[src/design/lbc_pkg.sv]
// constants and types shared by the local bus control and decode block
package lbc_pkg;
  // register block layout
  localparam logic [7:0] OFS_UPPER_SEL = 8'hA0;
  localparam logic [7:0] OFS_RELOC = 8'hFE;
  localparam logic [15:0] RELOC_RST = 16'h20FF;
  localparam logic [15:0] UPPER_SEL_RST = 16'hFFFB;
  localparam logic [15:0] UPPER_CMP_MASK = 16'hFFC0;
  localparam int RELOC_MEM_BIT = 12;
  localparam int RELOC_SLAVE_BIT = 14;
  localparam int RELOC_ESC_BIT = 15;
  localparam int BASE_W = 12;
  // ready field
  localparam int WAIT_IGNORE_BIT = 2;
  localparam logic [1:0] WAIT_MAX = 2'h3;
  // pin codes
  localparam logic [2:0] STATUS_PASSIVE = 3'h7;
  localparam logic [3:0] IO_TOP_ZERO = 4'h0;
  localparam logic [15:0] NO_REG_DATA = 16'h0000;

  typedef enum logic [2:0] {
    ST_IDLE = 3'b000,
    ST_T1 = 3'b001,
    ST_T2 = 3'b010,
    ST_T3 = 3'b011,
    ST_TW = 3'b100,
    ST_T4 = 3'b101,
    ST_HOLD = 3'b110,
    ST_RST = 3'b111
  } busState_e;
endpackage

[src/design/pin_sync.sv]
// two-flop synchroniser for inputs arriving from the pins
module pin_sync #(
  parameter int W = 1
) (
  // clock and reset
  input wire logic core_clk,
  input wire logic rst,
  // data
  input wire logic [W-1:0] din,
  output logic [W-1:0] dout
);
  logic [W-1:0] meta_q;

  // first stage feeds only the second stage
  always_ff @(posedge core_clk) begin
    if (rst) begin
      meta_q <= '0;
      dout <= '0;
    end else begin
      meta_q <= din;
      dout <= meta_q;
    end
  end
endmodule

[src/design/wait_gen.sv]
// programmable wait state counter merged with external ready
module wait_gen
  import lbc_pkg::*;
(
  // clock and reset
  input wire logic core_clk,
  input wire logic rst,
  // cycle context
  input wire logic waitActive,
  input wire logic regionHit,
  input wire logic internalHit,
  input wire logic [2:0] waitModeField,
  input wire logic extReady,
  // result
  output logic cycleReady
);
  logic [1:0] cnt_q;
  logic [1:0] cnt_d;
  logic intReady;

  // count wait cycles, saturating so long external waits never wrap
  always_comb begin
    cnt_d = 2'h0;
    if (waitActive && !rst) begin
      cnt_d = (cnt_q == WAIT_MAX) ? cnt_q : 2'(cnt_q + 2'h1);
    end
  end

  always_ff @(posedge core_clk) begin
    cnt_q <= cnt_d;
  end

  // internal and external ready run in parallel, not in series
  always_comb begin
    intReady = (cnt_q >= waitModeField[1:0]);
    if (internalHit) begin
      cycleReady = 1'b1;
    end else if (regionHit) begin
      cycleReady = waitModeField[WAIT_IGNORE_BIT] ? intReady
                 : (intReady && extReady);
    end else begin
      cycleReady = extReady;
    end
  end
endmodule

[src/design/local_bus_control_and_decode.sv]
// local bus controller, register block decode and upper memory select
module local_bus_control_and_decode
  import lbc_pkg::*;
(
  // clock and reset
  input wire logic core_clk,
  input wire logic rst,
  // core cycle requests
  input wire logic reqValid,
  input wire logic [19:0] reqAddr,
  input wire logic reqWrite,
  input wire logic reqIo,
  input wire logic reqHighByte,
  input wire logic [2:0] reqStatus,
  input wire logic [15:0] reqData,
  input wire logic lockSeq,
  input wire logic dmaBusy,
  // core answers and control bits
  output logic doneValid,
  output logic [15:0] doneData,
  output logic slaveInterruptMode,
  output logic escapeTrap,
  // bus exchange
  input wire logic holdReq,
  output logic busGrantOut,
  // strobes and status, one enable for the group
  output logic ale,
  output logic readStrobeN,
  output logic writeStrobeN,
  output logic transceiverEnableN,
  output logic [2:0] cycleStatusLines,
  output logic lockN,
  output logic ctrlOe,
  // address and data
  input wire logic [15:0] muxedAddrDataIn,
  output logic [15:0] muxedAddrDataOut,
  output logic adOe,
  output logic [3:0] upperAddress,
  output logic highByteEnableN,
  output logic transferDirection,
  output logic upperOe,
  // ready and select
  input wire logic syncReadyIn,
  input wire logic asyncReadyIn,
  output logic upperMemSelectN
);
  busState_e state_q, stateD;
  logic [19:0] cycAddr_q, cycAddrD;
  logic [15:0] cycData_q, cycDataD;
  logic [2:0] cycStatus_q, cycStatusD;
  logic cycWrite_q, cycWriteD, cycIo_q, cycIoD;
  logic cycHigh_q, cycHighD, cycLock_q, cycLockD;
  logic ucsHit_q, ucsHitD;
  logic [15:0] reloc_q, relocD, upperCfg_q, upperCfgD;
  logic [15:0] regRead, adS;
  logic holdS, syncRdyS, asyncRdyS;
  logic intHit, cycleReady, waitActive, readyEdge, regWrite;
  logic [7:0] regOfs;
  logic aleD, rdND, wrND, denND, lockND, ctrlOeD, adOeD;
  logic upperOeD, bheND, dtrD, ucsND, grantD, doneD;
  logic [2:0] statusD;
  logic [3:0] upperD;
  logic [15:0] adOutD, doneDataD;

  // every pin input is synchronised before use
  pin_sync #(.W(19)) u_sync (
    .core_clk(core_clk),
    .rst(rst),
    .din({holdReq, syncReadyIn, asyncReadyIn, muxedAddrDataIn}),
    .dout({holdS, syncRdyS, asyncRdyS, adS})
  );

  assign waitActive = (state_q == ST_T3) || (state_q == ST_TW);
  assign readyEdge = waitActive && cycleReady;

  wait_gen u_wait (
    .core_clk(core_clk),
    .rst(rst),
    .waitActive(waitActive),
    .regionHit(ucsHit_q),
    .internalHit(intHit),
    .waitModeField(upperCfg_q[2:0]),
    .extReady(syncRdyS || asyncRdyS),
    .cycleReady(cycleReady)
  );

  // register block hit, base on a 256-byte boundary
  always_comb begin
    if (cycIo_q) begin
      intHit = !reloc_q[RELOC_MEM_BIT] && cycAddr_q[19:16] == IO_TOP_ZERO
             && cycAddr_q[15:8] == reloc_q[7:0];
    end else begin
      intHit = reloc_q[RELOC_MEM_BIT]
             && cycAddr_q[19:8] == reloc_q[BASE_W-1:0];
    end
  end

  // bus cycle sequencer; hold only checked between cycles
  always_comb begin
    stateD = state_q;
    cycAddrD = cycAddr_q;
    cycDataD = cycData_q;
    cycStatusD = cycStatus_q;
    cycWriteD = cycWrite_q;
    cycIoD = cycIo_q;
    cycHighD = cycHigh_q;
    cycLockD = cycLock_q;
    ucsHitD = ucsHit_q;
    unique case (state_q)
      ST_IDLE: begin
        if (holdS && !lockSeq && !dmaBusy) begin
          stateD = ST_HOLD;
        end else if (reqValid) begin
          stateD = ST_T1;
          cycAddrD = reqAddr;
          cycDataD = reqData;
          cycStatusD = reqStatus;
          cycWriteD = reqWrite;
          cycIoD = reqIo;
          cycHighD = reqHighByte;
          cycLockD = lockSeq;
          // latched once so the select cannot move mid cycle
          ucsHitD = !reqIo
                  && reqAddr[19:4] >= (upperCfg_q & UPPER_CMP_MASK);
        end
      end
      ST_T1: stateD = ST_T2;
      ST_T2: stateD = ST_T3;
      ST_T3, ST_TW: stateD = cycleReady ? ST_T4 : ST_TW;
      ST_T4: stateD = ST_IDLE;
      ST_HOLD: begin
        if (!holdS) begin
          stateD = ST_IDLE;
        end
      end
      ST_RST: stateD = ST_IDLE;
    endcase
    if (rst) begin
      stateD = ST_RST;
      ucsHitD = 1'b0;
      cycLockD = 1'b0;
    end
  end

  always_ff @(posedge core_clk) begin
    state_q <= stateD;
    cycAddr_q <= cycAddrD;
    cycData_q <= cycDataD;
    cycStatus_q <= cycStatusD;
    cycWrite_q <= cycWriteD;
    cycIo_q <= cycIoD;
    cycHigh_q <= cycHighD;
    cycLock_q <= cycLockD;
    ucsHit_q <= ucsHitD;
  end

  // register file, written at the ready edge with byte lanes
  assign regOfs = {cycAddr_q[7:1], 1'b0};
  assign regWrite = readyEdge && intHit && cycWrite_q;

  always_comb begin
    relocD = reloc_q;
    upperCfgD = upperCfg_q;
    if (regOfs == OFS_RELOC) begin
      regRead = reloc_q;
    end else if (regOfs == OFS_UPPER_SEL) begin
      regRead = upperCfg_q;
    end else begin
      regRead = NO_REG_DATA;
    end
    if (regWrite && regOfs == OFS_RELOC) begin
      if (!cycAddr_q[0]) relocD[7:0] = cycData_q[7:0];
      if (cycHigh_q) relocD[15:8] = cycData_q[15:8];
    end
    if (regWrite && regOfs == OFS_UPPER_SEL) begin
      if (!cycAddr_q[0]) upperCfgD[7:0] = cycData_q[7:0];
      if (cycHigh_q) upperCfgD[15:8] = cycData_q[15:8];
    end
    if (rst) begin
      relocD = RELOC_RST;
      upperCfgD = UPPER_SEL_RST;
    end
  end

  always_ff @(posedge core_clk) begin
    reloc_q <= relocD;
    upperCfg_q <= upperCfgD;
  end

  // pin values follow the next state so every output is a flop
  always_comb begin
    aleD = 1'b0;
    rdND = 1'b1;
    wrND = 1'b1;
    denND = 1'b1;
    statusD = STATUS_PASSIVE;
    lockND = 1'b1;
    ctrlOeD = 1'b1;
    adOutD = cycAddrD[15:0];
    adOeD = 1'b0;
    upperD = cycAddrD[19:16];
    bheND = !cycHighD;
    dtrD = cycWriteD;
    upperOeD = 1'b0;
    ucsND = 1'b1;
    grantD = 1'b0;
    doneD = (stateD == ST_T4);
    // internal cycles never look at the data pins
    doneDataD = readyEdge ? (intHit ? regRead : adS) : doneData;
    unique case (stateD)
      ST_IDLE: ;
      ST_T1: begin
        aleD = 1'b1;
        adOeD = 1'b1;
        upperOeD = 1'b1;
        statusD = cycStatusD;
        lockND = !cycLockD;
        ucsND = !ucsHitD;
      end
      ST_T2, ST_T3, ST_TW: begin
        rdND = cycWriteD;
        wrND = !cycWriteD;
        denND = 1'b0;
        adOutD = cycDataD;
        adOeD = cycWriteD;
        upperOeD = 1'b1;
        dtrD = cycWriteD;
        statusD = cycStatusD;
        lockND = !cycLockD;
        ucsND = !ucsHitD;
      end
      ST_T4: begin
        denND = 1'b0;
        adOutD = cycDataD;
        adOeD = cycWriteD;
        upperOeD = 1'b1;
        lockND = !cycLockD;
        ucsND = !ucsHitD;
      end
      ST_HOLD: begin
        ctrlOeD = 1'b0;
        grantD = 1'b1;
      end
      ST_RST: ;
    endcase
    // one clock of float after release; state_q still shows reset then
    if (state_q == ST_RST) begin
      ctrlOeD = 1'b0;
    end
    if (rst) begin
      ctrlOeD = 1'b1;
      doneDataD = NO_REG_DATA;
      doneD = 1'b0;
    end
  end

  always_ff @(posedge core_clk) begin
    ale <= aleD;
    readStrobeN <= rdND;
    writeStrobeN <= wrND;
    transceiverEnableN <= denND;
    cycleStatusLines <= statusD;
    lockN <= lockND;
    ctrlOe <= ctrlOeD;
    muxedAddrDataOut <= adOutD;
    adOe <= adOeD;
    upperAddress <= upperD;
    highByteEnableN <= bheND;
    transferDirection <= dtrD;
    upperOe <= upperOeD;
    upperMemSelectN <= ucsND;
    busGrantOut <= grantD;
    doneValid <= doneD;
    doneData <= doneDataD;
    slaveInterruptMode <= relocD[RELOC_SLAVE_BIT];
    escapeTrap <= relocD[RELOC_ESC_BIT];
  end
endmodule

[config.mk]
export PLATFORM = sky130hd
export DESIGN_NAME = local_bus_control_and_decode
export DESIGN_NICKNAME = d
export VERILOG_FILES = /design/src/design/lbc_pkg.sv /design/src/design/pin_sync.sv /design/src/design/wait_gen.sv /design/src/design/local_bus_control_and_decode.sv
export SDC_FILE = /design/constraint.sdc
export NUM_CORES = 1
export LEC_CHECK = 0
export BUFFER_PORTS_ARGS = -buffer_cell sky130_fd_sc_hd__clkbuf_2
export CORE_MARGIN = 3
export CORE_UTILIZATION = 60
export DETAILED_ROUTE_END_ITERATION = 8
export GPL_TIMING_DRIVEN = 0
export HOLD_SLACK_MARGIN = 0.12
export PLACE_DENSITY = 0.86
export SYNTH_ARGS = -nofsm -noshare
export SYNTH_HDL_FRONTEND = slang
export SYNTH_HIERARCHICAL = 1
export SYNTH_SLANG_ARGS = --single-unit
[constraint.sdc]
create_clock -name core_clk -period 5.42 [get_ports core_clk]
set_clock_uncertainty 0.2 [all_clocks]
set_input_delay 0.813 -clock core_clk [delete_from_list [all_inputs] [get_ports core_clk]]
set_output_delay 0.813 -clock core_clk [all_outputs]
set_load 0.02 [all_outputs]
==> flow_summary.json, run 1 <==
{
  "setup_viol": 0,
  "ir_drop_mv": 0.2879,
  "synth_area_mm2": 0.007067,
  "avgViaCountPerCell": 5.714,
  "outcome": "completed",
  "cts_hold_buf": 0,
  "numCtsBuffers": 17,
  "hpwl_um": 13360,
  "max_freq_mhz": 235.8,
  "core_area_mm2": 0.01147,
  "slowest_stage": "or4b_4",
  "overflow": 0,
  "finalCriticalPeriod_ns": 4.242,
  "rows": 39,
  "p_per_area_mw_per_mm2": 394.2,
  "slowest_delay_ns": 0.57,
  "drc": 0,
  "routed_wl_um": 18180,
  "worst-path-buf-inv": 2,
  "ys_seq_elements": 166,
  "cts.path.max_buffers": 2,
  "wire_per_inst_um": 17.78,
  "ys.flop_type": "dfxtp_1",
  "crit_fanout": 10,
  "hold_viol": 0,
  "initial_core_util": 0.6163,
  "grt_max_degree": 17,
  "cts.root.buffer_cell": "clkbuf_16",
  "cts_resized": 0,
  "seqPwrFrac": 0.463,
  "grt_pass1_vias": 5759,
  "p_int_mw": 2.387,
  "vias": 5840,
  "grt.total_usage": 0.2831,
  "finalMaxSlewViolations": 0,
  "cts_sinks": 166,
  "synthArstFlopShare": 0,
  "cts_max_level": 4,
  "critPathLaunchType": "flop",
  "die_x_um": 114.5,
  "finalCritPeriodShare": 0.7826,
  "synth_edf_count": 5,
  "die_area_mm2": 0.01312,
  "p_comb_frac": 0.173,
  "antenna_found_initial": 0,
  "p_clk_frac": 0.364,
  "cts_tree": "done",
  "ys.warnings.count": 6,
  "end_kind": "flop",
  "switchingPower_uw": 939.5,
  "rsz0062_at_grt": "no",
  "netlist_instances": 728,
  "die_h_um": 114.5,
  "critPathRequiredTime_ns": 5.57,
  "drive_gt1_frac": 0.2435,
  "path_delay_family": "simple AND/OR/NAND/NOR gates",
  "synth_nets": 807,
  "port_buffers": 119,
  "crit_path_cell_trace": "or4b_4 > nor3_4 > a21oi_4 > nor2_1 > nor3b_1 > a21oi_1 > clkbuf_1 > o21a_1 > clkbuf_1 > nand3_1 > nor3_4 > mux2i_1",
  "insertion_delay_ns": 0.43,
  "hold_path.class": "flop to flop",
  "clk_pin_slew_ns": 0.06,
  "grt_pass1_wl_um": 28720,
  "io_pins": 120,
  "first_iter_violations": 472,
  "fin_util": 0.7358,
  "critPathArrivalTime_ns": 4.39,
  "antennaDiodeCount": 0,
  "yosysUniqueCellTypes": 58,
  "setup-tns-final_ns": 0,
  "cts_setup_buffers": 0,
  "firstDrtPassIters": 7,
  "worstMarginPinSlew_ns": 1.189,
  "drv_cap": 0,
  "max_slew_margin": 0.2010,
  "area_delta_synth_final_pct": 19.41,
  "synth-seq-area-share": 0.4773,
  "switching_share": 0.2825,
  "crit_type": "flop to flop",
  "syn_area_per_cell_um2": 9.707,
  "layout.nets": 945,
  "antenna_left": 0,
  "gp_congestion": 0.9845,
  "leakage_nw": 3.697
}
==> cell usage in the layout (no fill, tap or decap), types with 13 or more instances in the layout <==
master     instances
inv_1             37
nor2_1            51
clkbuf_2         119
a21oi_1           24
nor2b_4           20
ha_1              13
nand2_1          114
mux2i_1           35
dfxtp_1          161
xor2_1            13
o22a_1            16
o211ai_1          16
clkbuf_16         17
nand2b_1          20
a41oi_1           16
clkbuf_1          34
mux2_2            16
nor2b_1           14
a22o_1            16
a211oi_1          18
==> synthesized netlist by cell type (all sizes together) (2+ instances only) <==
cell	count	area, um^2
nor2b	34	362.8
o22a	16	140.1
dfxtp	161	3223
a41oi	16	140.1
nand4	4	25.02
mux2	16	180.2
nand2	114	427.9
nor4b	2	23.77
xnor2	2	17.52
clkbuf	31	116.4
o21bai	3	22.52
nand3	6	30.03
mux2i	35	350.3
buf	20	141.4
and2b	6	45.04
a211oi	18	135.1
nor3b	4	35.03
and2	2	12.51
xor2	13	113.9
inv	37	138.9
or2	3	18.77
a22o	16	140.1
edfxtp	5	150.1
o211ai	16	120.1
ha	13	162.7
nand2b	20	125.1
nor4	4	40.04
o21ai	5	25.02
nor3	8	101.4
o21a	2	15.01
nor2	51	191.4
a21oi	25	136.4
a21o	2	15.01
and3	5	31.28
==> metrics by stage <==
| stage | hold slack, ns | power, mW | std cells | setup WS, ns | instance area [um^2] |
|---|---|---|---|---|---|
| after floorplan | 0.2109 | 1.914 | 728 | 2.021 | 7067 |
| after global placement | 0.2186 | 2.099 | 990 | 1.459 | 7841 |
| after detailed placement | 0.2331 | 2.130 | 990 | 1.353 | 7841 |
| after CTS | 0.2469 | 3.327 | 1022 | 1.261 | 8438 |
| after global routing | 0.2542 | 3.459 | 1022 | 0.9704 | 8438 |
| final | 0.2466 | 3.326 | 1022 | 1.178 | 8438 |
==> state kept, by name, summed over array words and instances (netlist names), 2 cells and up <==
signal            cells
u_sync/dout          19
u_sync/meta_q        19
cycAddr_q            17
cycData_q            16
doneData             16
muxedAddrDataOut     16
reloc_q              16
upperCfg_q           16
cycStatus_q           3
cycleStatusLines      3
state_q               3
upperAddress          3
u_wait/cnt_q          2
==> layout make-up <==
class                      instances  area [um^2]
sequential                       166         3373
fill                             808         3029
timing repair buffer             119        595.6
inverter                          37        138.9
clock buffer                      25        505.5
multi-input combinational        474         3297
buffer                            51        257.7
tap                              143        178.9
clock inverter                     7        91.34
==> worst reg2reg max path: stages, from the launching register on <==
cell and delay [ns]:
edfxtp_1 0.44, or4b_4 0.57, nor3_4 0.43, a21oi_4 0.15, nor2_1 0.20, nor3b_1 0.07
a21oi_1 0.14, clkbuf_1 0.41, o21a_1 0.19, clkbuf_1 0.33, nand3_1 0.20, nor3_4 0.56
mux2i_1 0.28
==> power groups by stage <==
stage	clock network [mW]	registers, mW	logic, mW
2_1_floorplan	0	1.62	0.296
3_3_place_gp	0	1.55	0.547
3_5_place_dp	0	1.56	0.568
4_1_cts	1.21	1.54	0.576
5_1_grt	1.27	1.56	0.633
6_report	1.21	1.54	0.575
==> cells by family after synthesis <==
group,share of synthesized area
compound gates,0.1353
xor+xnor,0.01859
flops,0.4773
buf+inv,0.05612
mux,0.07507
fa+ha+maj,0.02302
simple gates,0.2146
==> worst paths after layout <==
path	from	endpoint	slack, ns	depth (start not counted)
hold / removal	u_sync/meta_q[16]$_SDFF_PP0_	u_sync/dout[16]$_SDFF_PP0_	0.25	1
setup reg to reg	upperAddress[1]$_DFFE_PP_	reloc_q[3]$_SDFFE_PP1P_	1.18	12
setup / recovery	upperAddress[1]$_DFFE_PP_	reloc_q[3]$_SDFFE_PP1P_	1.18	12
hold reg to reg	u_sync/meta_q[16]$_SDFF_PP0_	u_sync/dout[16]$_SDFF_PP0_	0.25	1
==> metal layers <==
layer	vias up	wire (um)	global-route usage
met4	0	552	0.1330
li1	2775	-	-
met1	2751	7322	0.3432
met5	-	0	0
met2	264	9038	0.4796
met3	50	1261	0.05920
Note: power is estimated with default switching activity, not from simulation.
==> inputs of run 2 (changes only) <==
--- a/config.mk
+++ b/config.mk
@@ -5,13 +5,14 @@
 export SDC_FILE = /design/constraint.sdc
 export NUM_CORES = 1
 export LEC_CHECK = 0
+export ABC_AREA = 1
 export BUFFER_PORTS_ARGS = -buffer_cell sky130_fd_sc_hd__clkbuf_2
 export CORE_MARGIN = 3
-export CORE_UTILIZATION = 60
+export CORE_UTILIZATION = 50
 export DETAILED_ROUTE_END_ITERATION = 8
 export GPL_TIMING_DRIVEN = 0
 export HOLD_SLACK_MARGIN = 0.12
-export PLACE_DENSITY = 0.86
+export PLACE_DENSITY = 0.77
 export SYNTH_ARGS = -nofsm -noshare
 export SYNTH_HDL_FRONTEND = slang
 export SYNTH_HIERARCHICAL = 1
==> constraint.sdc (replaced) <==
create_clock -name core_clk -period 3.6 [get_ports core_clk]
set_clock_uncertainty 0.2 [all_clocks]
set_input_delay 0.54 -clock core_clk [delete_from_list [all_inputs] [get_ports core_clk]]
set_output_delay 0.54 -clock core_clk [all_outputs]
set_load 0.02 [all_outputs]
==> flow_summary.json, run 2 <==
{
  "drv_cap": 0,
  "cts.path.max_buffers": 2,
  "synth_nets": 1003,
  "timing.hold.ws_ns": 0.1548,
  "ir_drop_mv": 0.4310,
  "die_h_um": 124.2,
  "critPathArrivalTime_ns": 3.16,
  "yosysTopAreaCellShare": 0.4616,
  "total_power_mw": 5.510,
  "layout_setup_ws_ns": 0.5604,
  "insertion_delay_ns": 0.43,
  "hold_viol": 0,
  "dp_cells": 1219,
  "max_freq_mhz": 329.0,
  "firstDrtPassIters": 5,
  "outcome": "completed",
  "overflow": 0,
  "gp_congestion": 0.9362,
  "critPathRequiredTime_ns": 3.72,
  "drc": 0,
  "finalCritPeriodShare": 0.8443,
  "grt.total_usage": 0.2374,
  "die_area_mm2": 0.01542,
  "synthArstFlopShare": 0,
  "synth_area_mm2": 0.006982,
  "end_kind": "flop",
  "setup_viol": 0,
  "synth_edf_count": 5,
  "rrSetupSlack_ns": 0.56,
  "setup-tns-final_ns": 0,
  "antenna_found_initial": 0,
  "p_per_area_mw_per_mm2": 639.6,
  "cts_tree": "done",
  "finalMaxSlewViolations": 0,
  "grt_pass1_wl_um": 27990,
  "post-place-ws_ns": 0.6347,
  "core_area_mm2": 0.01345,
  "leakage_nw": 4.506,
  "crit_fanout": 10,
  "cts_resized": 0,
  "yosysUniqueCellTypes": 40,
  "layout.nets": 1161,
  "worstMarginPinSlew_ns": 0.6589,
  "drive_gt1_frac": 0.2121,
  "avgViaCountPerCell": 4.914,
  "ys.flop_type": "dfxtp_1",
  "wire_per_inst_um": 13.97,
  "layout_commonest_cell": "nand2_1",
  "ys.warnings.count": 6,
  "crit_type": "flop to flop",
  "final_cell_count_no_fill": 1270,
  "grt_pass1_vias": 5845,
  "synth-seq-area-share": 0.4832,
  "ys_top_cells_by_area": "dfxtp_1 (46%), nand2_1 (12%), inv_1 (8.2%)",
  "io_pins": 120,
  "cts.root.buffer_cell": "clkbuf_16",
  "syn_area_per_cell_um2": 7.556,
  "rows": 42,
  "final_cell_mix": "nand2_1 (215), dfxtp_1 (161), inv_1 (152)",
  "netlist_instances": 924,
  "hpwl_um": 13280,
  "fillCellCount": 1187,
  "critPathLaunchType": "flop",
  "clk_pin_slew_ns": 0.06,
  "port_buffers": 119,
  "routed_wl_um": 17740,
  "cts_sinks": 166,
  "numCtsBuffers": 17,
  "die_x_um": 124.2,
  "finalCriticalPeriod_ns": 3.040,
  "synth_most_common_cell": "nand2_1",
  "synthTopCellsByCount": "nand2_1 (215), dfxtp_1 (161), inv_1 (152), nor2_1 (108), nand3_1 (50)",
  "top_regs": "u_sync/dout x19, u_sync/meta_q x19, cycAddr_q x17",
  "cts_max_level": 4,
  "antenna_left": 0,
  "first_iter_violations": 450,
  "grt_max_degree": 17,
  "initial_core_util": 0.5190,
  "rsz0062_at_grt": "no",
  "antennaDiodeCount": 0,
  "hold_path.class": "input pin to flop",
  "yosysTopAreaCell": "dfxtp_1",
  "cts_setup_buffers": 0,
  "vias": 6241,
  "max_slew_margin": 0.5608,
  "area_delta_synth_final_pct": 23.39,
  "ys_seq_elements": 166
}
## run 2: cell types whose count changed after synthesis, moves of 21 or more
| cell | change |
|---|---|
| inv_1 | +115 |
| clkbuf_1 | -21 |
| nand3_1 | +44 |
| nand4_1 | +31 |
| mux2i_1 | -35 |
| nor2_1 | +57 |
| nand2_1 | +101 |
## run 2: metrics by stage
step	utilization	cell area, um^2
floorplan	-	6982
global placement	0.5796	7797
detailed placement	0.5796	7797
CTS	0.6403	8615
global route	0.6403	8615
finish	0.6403	8615
## run 2: metal layers
layer  vias up  global-route usage  wire (um)
met5         -                   0          0
met4         0             0.09788        467
met3        41             0.06585       1217
met2       193              0.3892       8383
met1      2841              0.2950       7673
li1       3166                   -          -
## run 2: logic make-up (layout without fill, tap and decap cells)
kind of cell | Yosys count | after routing | synth area share
AND/OR/NAND/NOR | 457 | 457 | 0.2937
buffers and inverters | 209 | 379 | 0.1269
flip-flops | 166 | 166 | 0.4832
AO/OA/AOI/OAI | 77 | 77 | 0.07043
adder cells (fa/ha/maj) | 13 | 13 | 0.02330
XOR/XNOR | 2 | 2 | 0.002509
## run 2: worst max-delay path: stages (launching register included)
cell and delay [ns]:
edfxtp_1 0.44, nand2_1 0.10, nand2_1 0.05, a21oi_1 0.14, nand2_1 0.12, nand2_1 0.09, inv_1 0.04, nor2_1 0.13
buf_4 0.19, buf_4 0.17, inv_1 0.05, nand2_1 0.07, inv_1 0.06, nor2_4 0.21, nand2_2 0.13, nor2_4 0.26
buf_4 0.22, nand4_1 0.09, nand2_1 0.12, nor2_1 0.06
## run 2: timing repair
action | in CTS | in global routing
setup endpoints to repair | 0 | 0
hold endpoints to repair | 20 | 0
hold buffers | 20 | 0
## run 2: power breakdown
group	leakage [nW]	switching (mW)	internal (mW)	total (mW)
logic	2.82	0.824	0.424	1.25
registers	1.38	0.188	2.20	2.39
clock network	0.305	0.724	1.15	1.87
## run 2: cell type report
class	instances	area [um^2]	share of cell area
Buffer	41	252.7	0.02934
Clock buffer	20	467.9	0.05432
Multi-Input combinational cell	549	2723	0.3160
Sequential cell	166	3373	0.3916
Timing Repair Buffer	139	795.8	0.09237
Inverter	168	633.1	0.07349
Tap cell	176	220.2	0.02556
Clock inverter	11	148.9	0.01728
## run 2: path summary, 6_finish.rpt
check / startpoint / end / cells past startpoint
setup / recovery: upperAddress[1]$_DFFE_PP_ / reloc_q[15]$_SDFFE_PP0P_ / 19
hold / removal: reqAddr[19] / cycAddr_q[19]$_DFFE_PP_ / 1
hold reg to reg: u_sync/meta_q[16]$_SDFF_PP0_ / u_sync/dout[16]$_SDFF_PP0_ / 2
setup reg to reg: upperAddress[1]$_DFFE_PP_ / reloc_q[15]$_SDFFE_PP0P_ / 19
==> inputs of run 3 (changes only) <==
--- a/config.mk
+++ b/config.mk
@@ -8,11 +8,11 @@
 export ABC_AREA = 1
 export BUFFER_PORTS_ARGS = -buffer_cell sky130_fd_sc_hd__clkbuf_2
 export CORE_MARGIN = 3
-export CORE_UTILIZATION = 50
+export CORE_UTILIZATION = 56
 export DETAILED_ROUTE_END_ITERATION = 8
 export GPL_TIMING_DRIVEN = 0
 export HOLD_SLACK_MARGIN = 0.12
-export PLACE_DENSITY = 0.77
+export PLACE_DENSITY = 0.82
 export SYNTH_ARGS = -nofsm -noshare
 export SYNTH_HDL_FRONTEND = slang
 export SYNTH_HIERARCHICAL = 1
==> constraint.sdc (replaced) <==
create_clock -name core_clk -period 3.08 [get_ports core_clk]
set_clock_uncertainty 0.2 [all_clocks]
set_input_delay 0.462 -clock core_clk [delete_from_list [all_inputs] [get_ports core_clk]]
set_output_delay 0.462 -clock core_clk [all_outputs]
set_load 0.02 [all_outputs]
==> flow_summary.json, run 3 (synthesized netlist as in run 2, its figures left out) <==
{
  "outcome": "completed",
  "clk_pin_slew_ns": 0.06,
  "placed_area_mm2": 0.007787,
  "port_buffers": 119,
  "drc": 0,
  "firstDrtPassIters": 5,
  "finalCritPeriodShare": 0.9131,
  "slowest_stage": "dfxtp_1",
  "insertion_delay_ns": 0.43,
  "rows": 40,
  "antennaDiodeCount": 0,
  "hold_viol": 0,
  "vias": 6528,
  "area_delta_synth_final_pct": 26.11,
  "drive_gt1_frac": 0.2208,
  "top_regs": "u_sync/dout x19, u_sync/meta_q x19, cycAddr_q x17",
  "grt_pass1_vias": 6341,
  "die_area_mm2": 0.01384,
  "stdcell_area_mm2": 0.008805,
  "overflow": 0,
  "path_delay_family": "simple AND/OR/NAND/NOR gates",
  "first_iter_violations": 714,
  "end_kind": "flop",
  "grt_pass1_wl_um": 30030,
  "grt_max_degree": 17,
  "final_cell_mix": "nand2_1 (215), dfxtp_1 (160), inv_1 (152)",
  "multi_input_area_mm2": 0.002753,
  "initial_core_util": 0.5764,
  "timing.hold.ws_ns": 0.1430,
  "rsz0062_at_grt": "no",
  "crit_type": "flop to flop",
  "finalMaxSlewViolations": 0,
  "worst-path-buf-inv": 8,
  "slowest_delay_ns": 0.35,
  "leakage_nw": 4.602,
  "cts_tree": "done",
  "drv_cap": 0,
  "cts_sinks": 166,
  "layout.nets": 1180,
  "finalCriticalPeriod_ns": 2.812,
  "grt.total_usage": 0.2680,
  "hpwl_um": 12660,
  "gp_congestion": 0.9343,
  "max_freq_mhz": 355.6,
  "critPathArrivalTime_ns": 2.98,
  "setup_viol": 0,
  "setup-tns-final_ns": 0,
  "seq_area_mm2": 0.003374,
  "worstMarginPinSlew_ns": 0.6705,
  "crit_fanout": 19,
  "total_power_mw": 6.487,
  "routed_wl_um": 18320,
  "numCtsBuffers": 17,
  "ir_drop_mv": 0.5263,
  "cts.path.max_buffers": 2,
  "avgViaCountPerCell": 5.092,
  "fillCellCount": 940,
  "critPathRequiredTime_ns": 3.25,
  "p_per_area_mw_per_mm2": 736.8,
  "layout_commonest_cell": "nand2_1",
  "max_slew_margin": 0.5530,
  "die_h_um": 117.7,
  "cts_max_level": 4,
  "critPathLaunchType": "flop",
  "core_area_mm2": 0.01211,
  "hold_path.class": "input pin to flop",
  "cts.root.buffer_cell": "clkbuf_16",
  "antenna_left": 0,
  "wire_per_inst_um": 14.29,
  "crit_path_cell_trace": "inv_1 > nand2_1 > nand2_1 > nor2_1 > nand2_1 > inv_1 > nand3_1 > nor2_2 > buf_6 > inv_1 > nand2_1 > inv_1 > nor2_4 > nand2_4 > nor2_4 > buf_6 > clkbuf_2 > buf_4 > nand4_1 > nand3_1",
  "antenna_found_initial": 0,
  "io_pins": 120,
  "die_x_um": 117.7
}
==> run 3: stage by stage <==
stage | instances | worst slack (ns) | utilization
final | 1282 | 0.2676 | 0.7270
after global routing | 1282 | 0.1000 | 0.7270
after CTS | 1274 | 0.1616 | 0.7189
after detailed placement | 1211 | 0.1939 | 0.6430
after global placement | 1211 | 0.2016 | 0.6430
after floorplan | 924 | 0.6343 | -
==> run 3: where the power goes <==
part           switching [mW]  internal [mW]  total (mW)
Combinational           0.997          0.507        1.50
Clock                   0.866           1.32        2.18
Sequential              0.226           2.57        2.80
==> run 3: layout make-up <==
class	instances	share of cell area
timing repair buffer	159	0.1103
multi-input combinational	549	0.3126
buffer	40	0.02885
clock buffer	20	0.05187
sequential	166	0.3833
tap	168	0.02387
clock inverter	12	0.01734
inverter	168	0.07191
==> run 3: final timing paths <==
path	startpoint	end	slack [ns]	depth (start not counted)
max	reloc_q[7]$_SDFFE_PP1P_	upperCfg_q[11]$_SDFFE_PP1P_	0.27	20
min	reqAddr[13]	cycAddr_q[13]$_DFF_P_	0.14	3
max reg2reg	reloc_q[7]$_SDFFE_PP1P_	upperCfg_q[11]$_SDFFE_PP1P_	0.27	20
min reg2reg	u_sync/meta_q[16]$_SDFF_PP0_	u_sync/dout[16]$_SDFF_PP0_	0.19	2
==> run 3: metal layers <==
layer  GRT usage  wire length, um  share of wire
met1      0.3345             7628           0.42
met2      0.4445             8768           0.48
met3     0.07016             1475          0.081
met4      0.1040              451          0.025
met5           0                0              0
==> run 3: what timing repair did <==
item,4_1_cts,5_1_grt
setup buffers,0,9
hold endpoints to repair,31,0
hold buffers,31,0
resized for setup,0,11
setup endpoints to repair,0,48
==> run 3: worst register-to-register path: cells and delay by family, from the launching register on <==
family        cells  cell delay [ns]
flops             1             0.35
simple gates     12             1.32
buf+inv           8             0.88
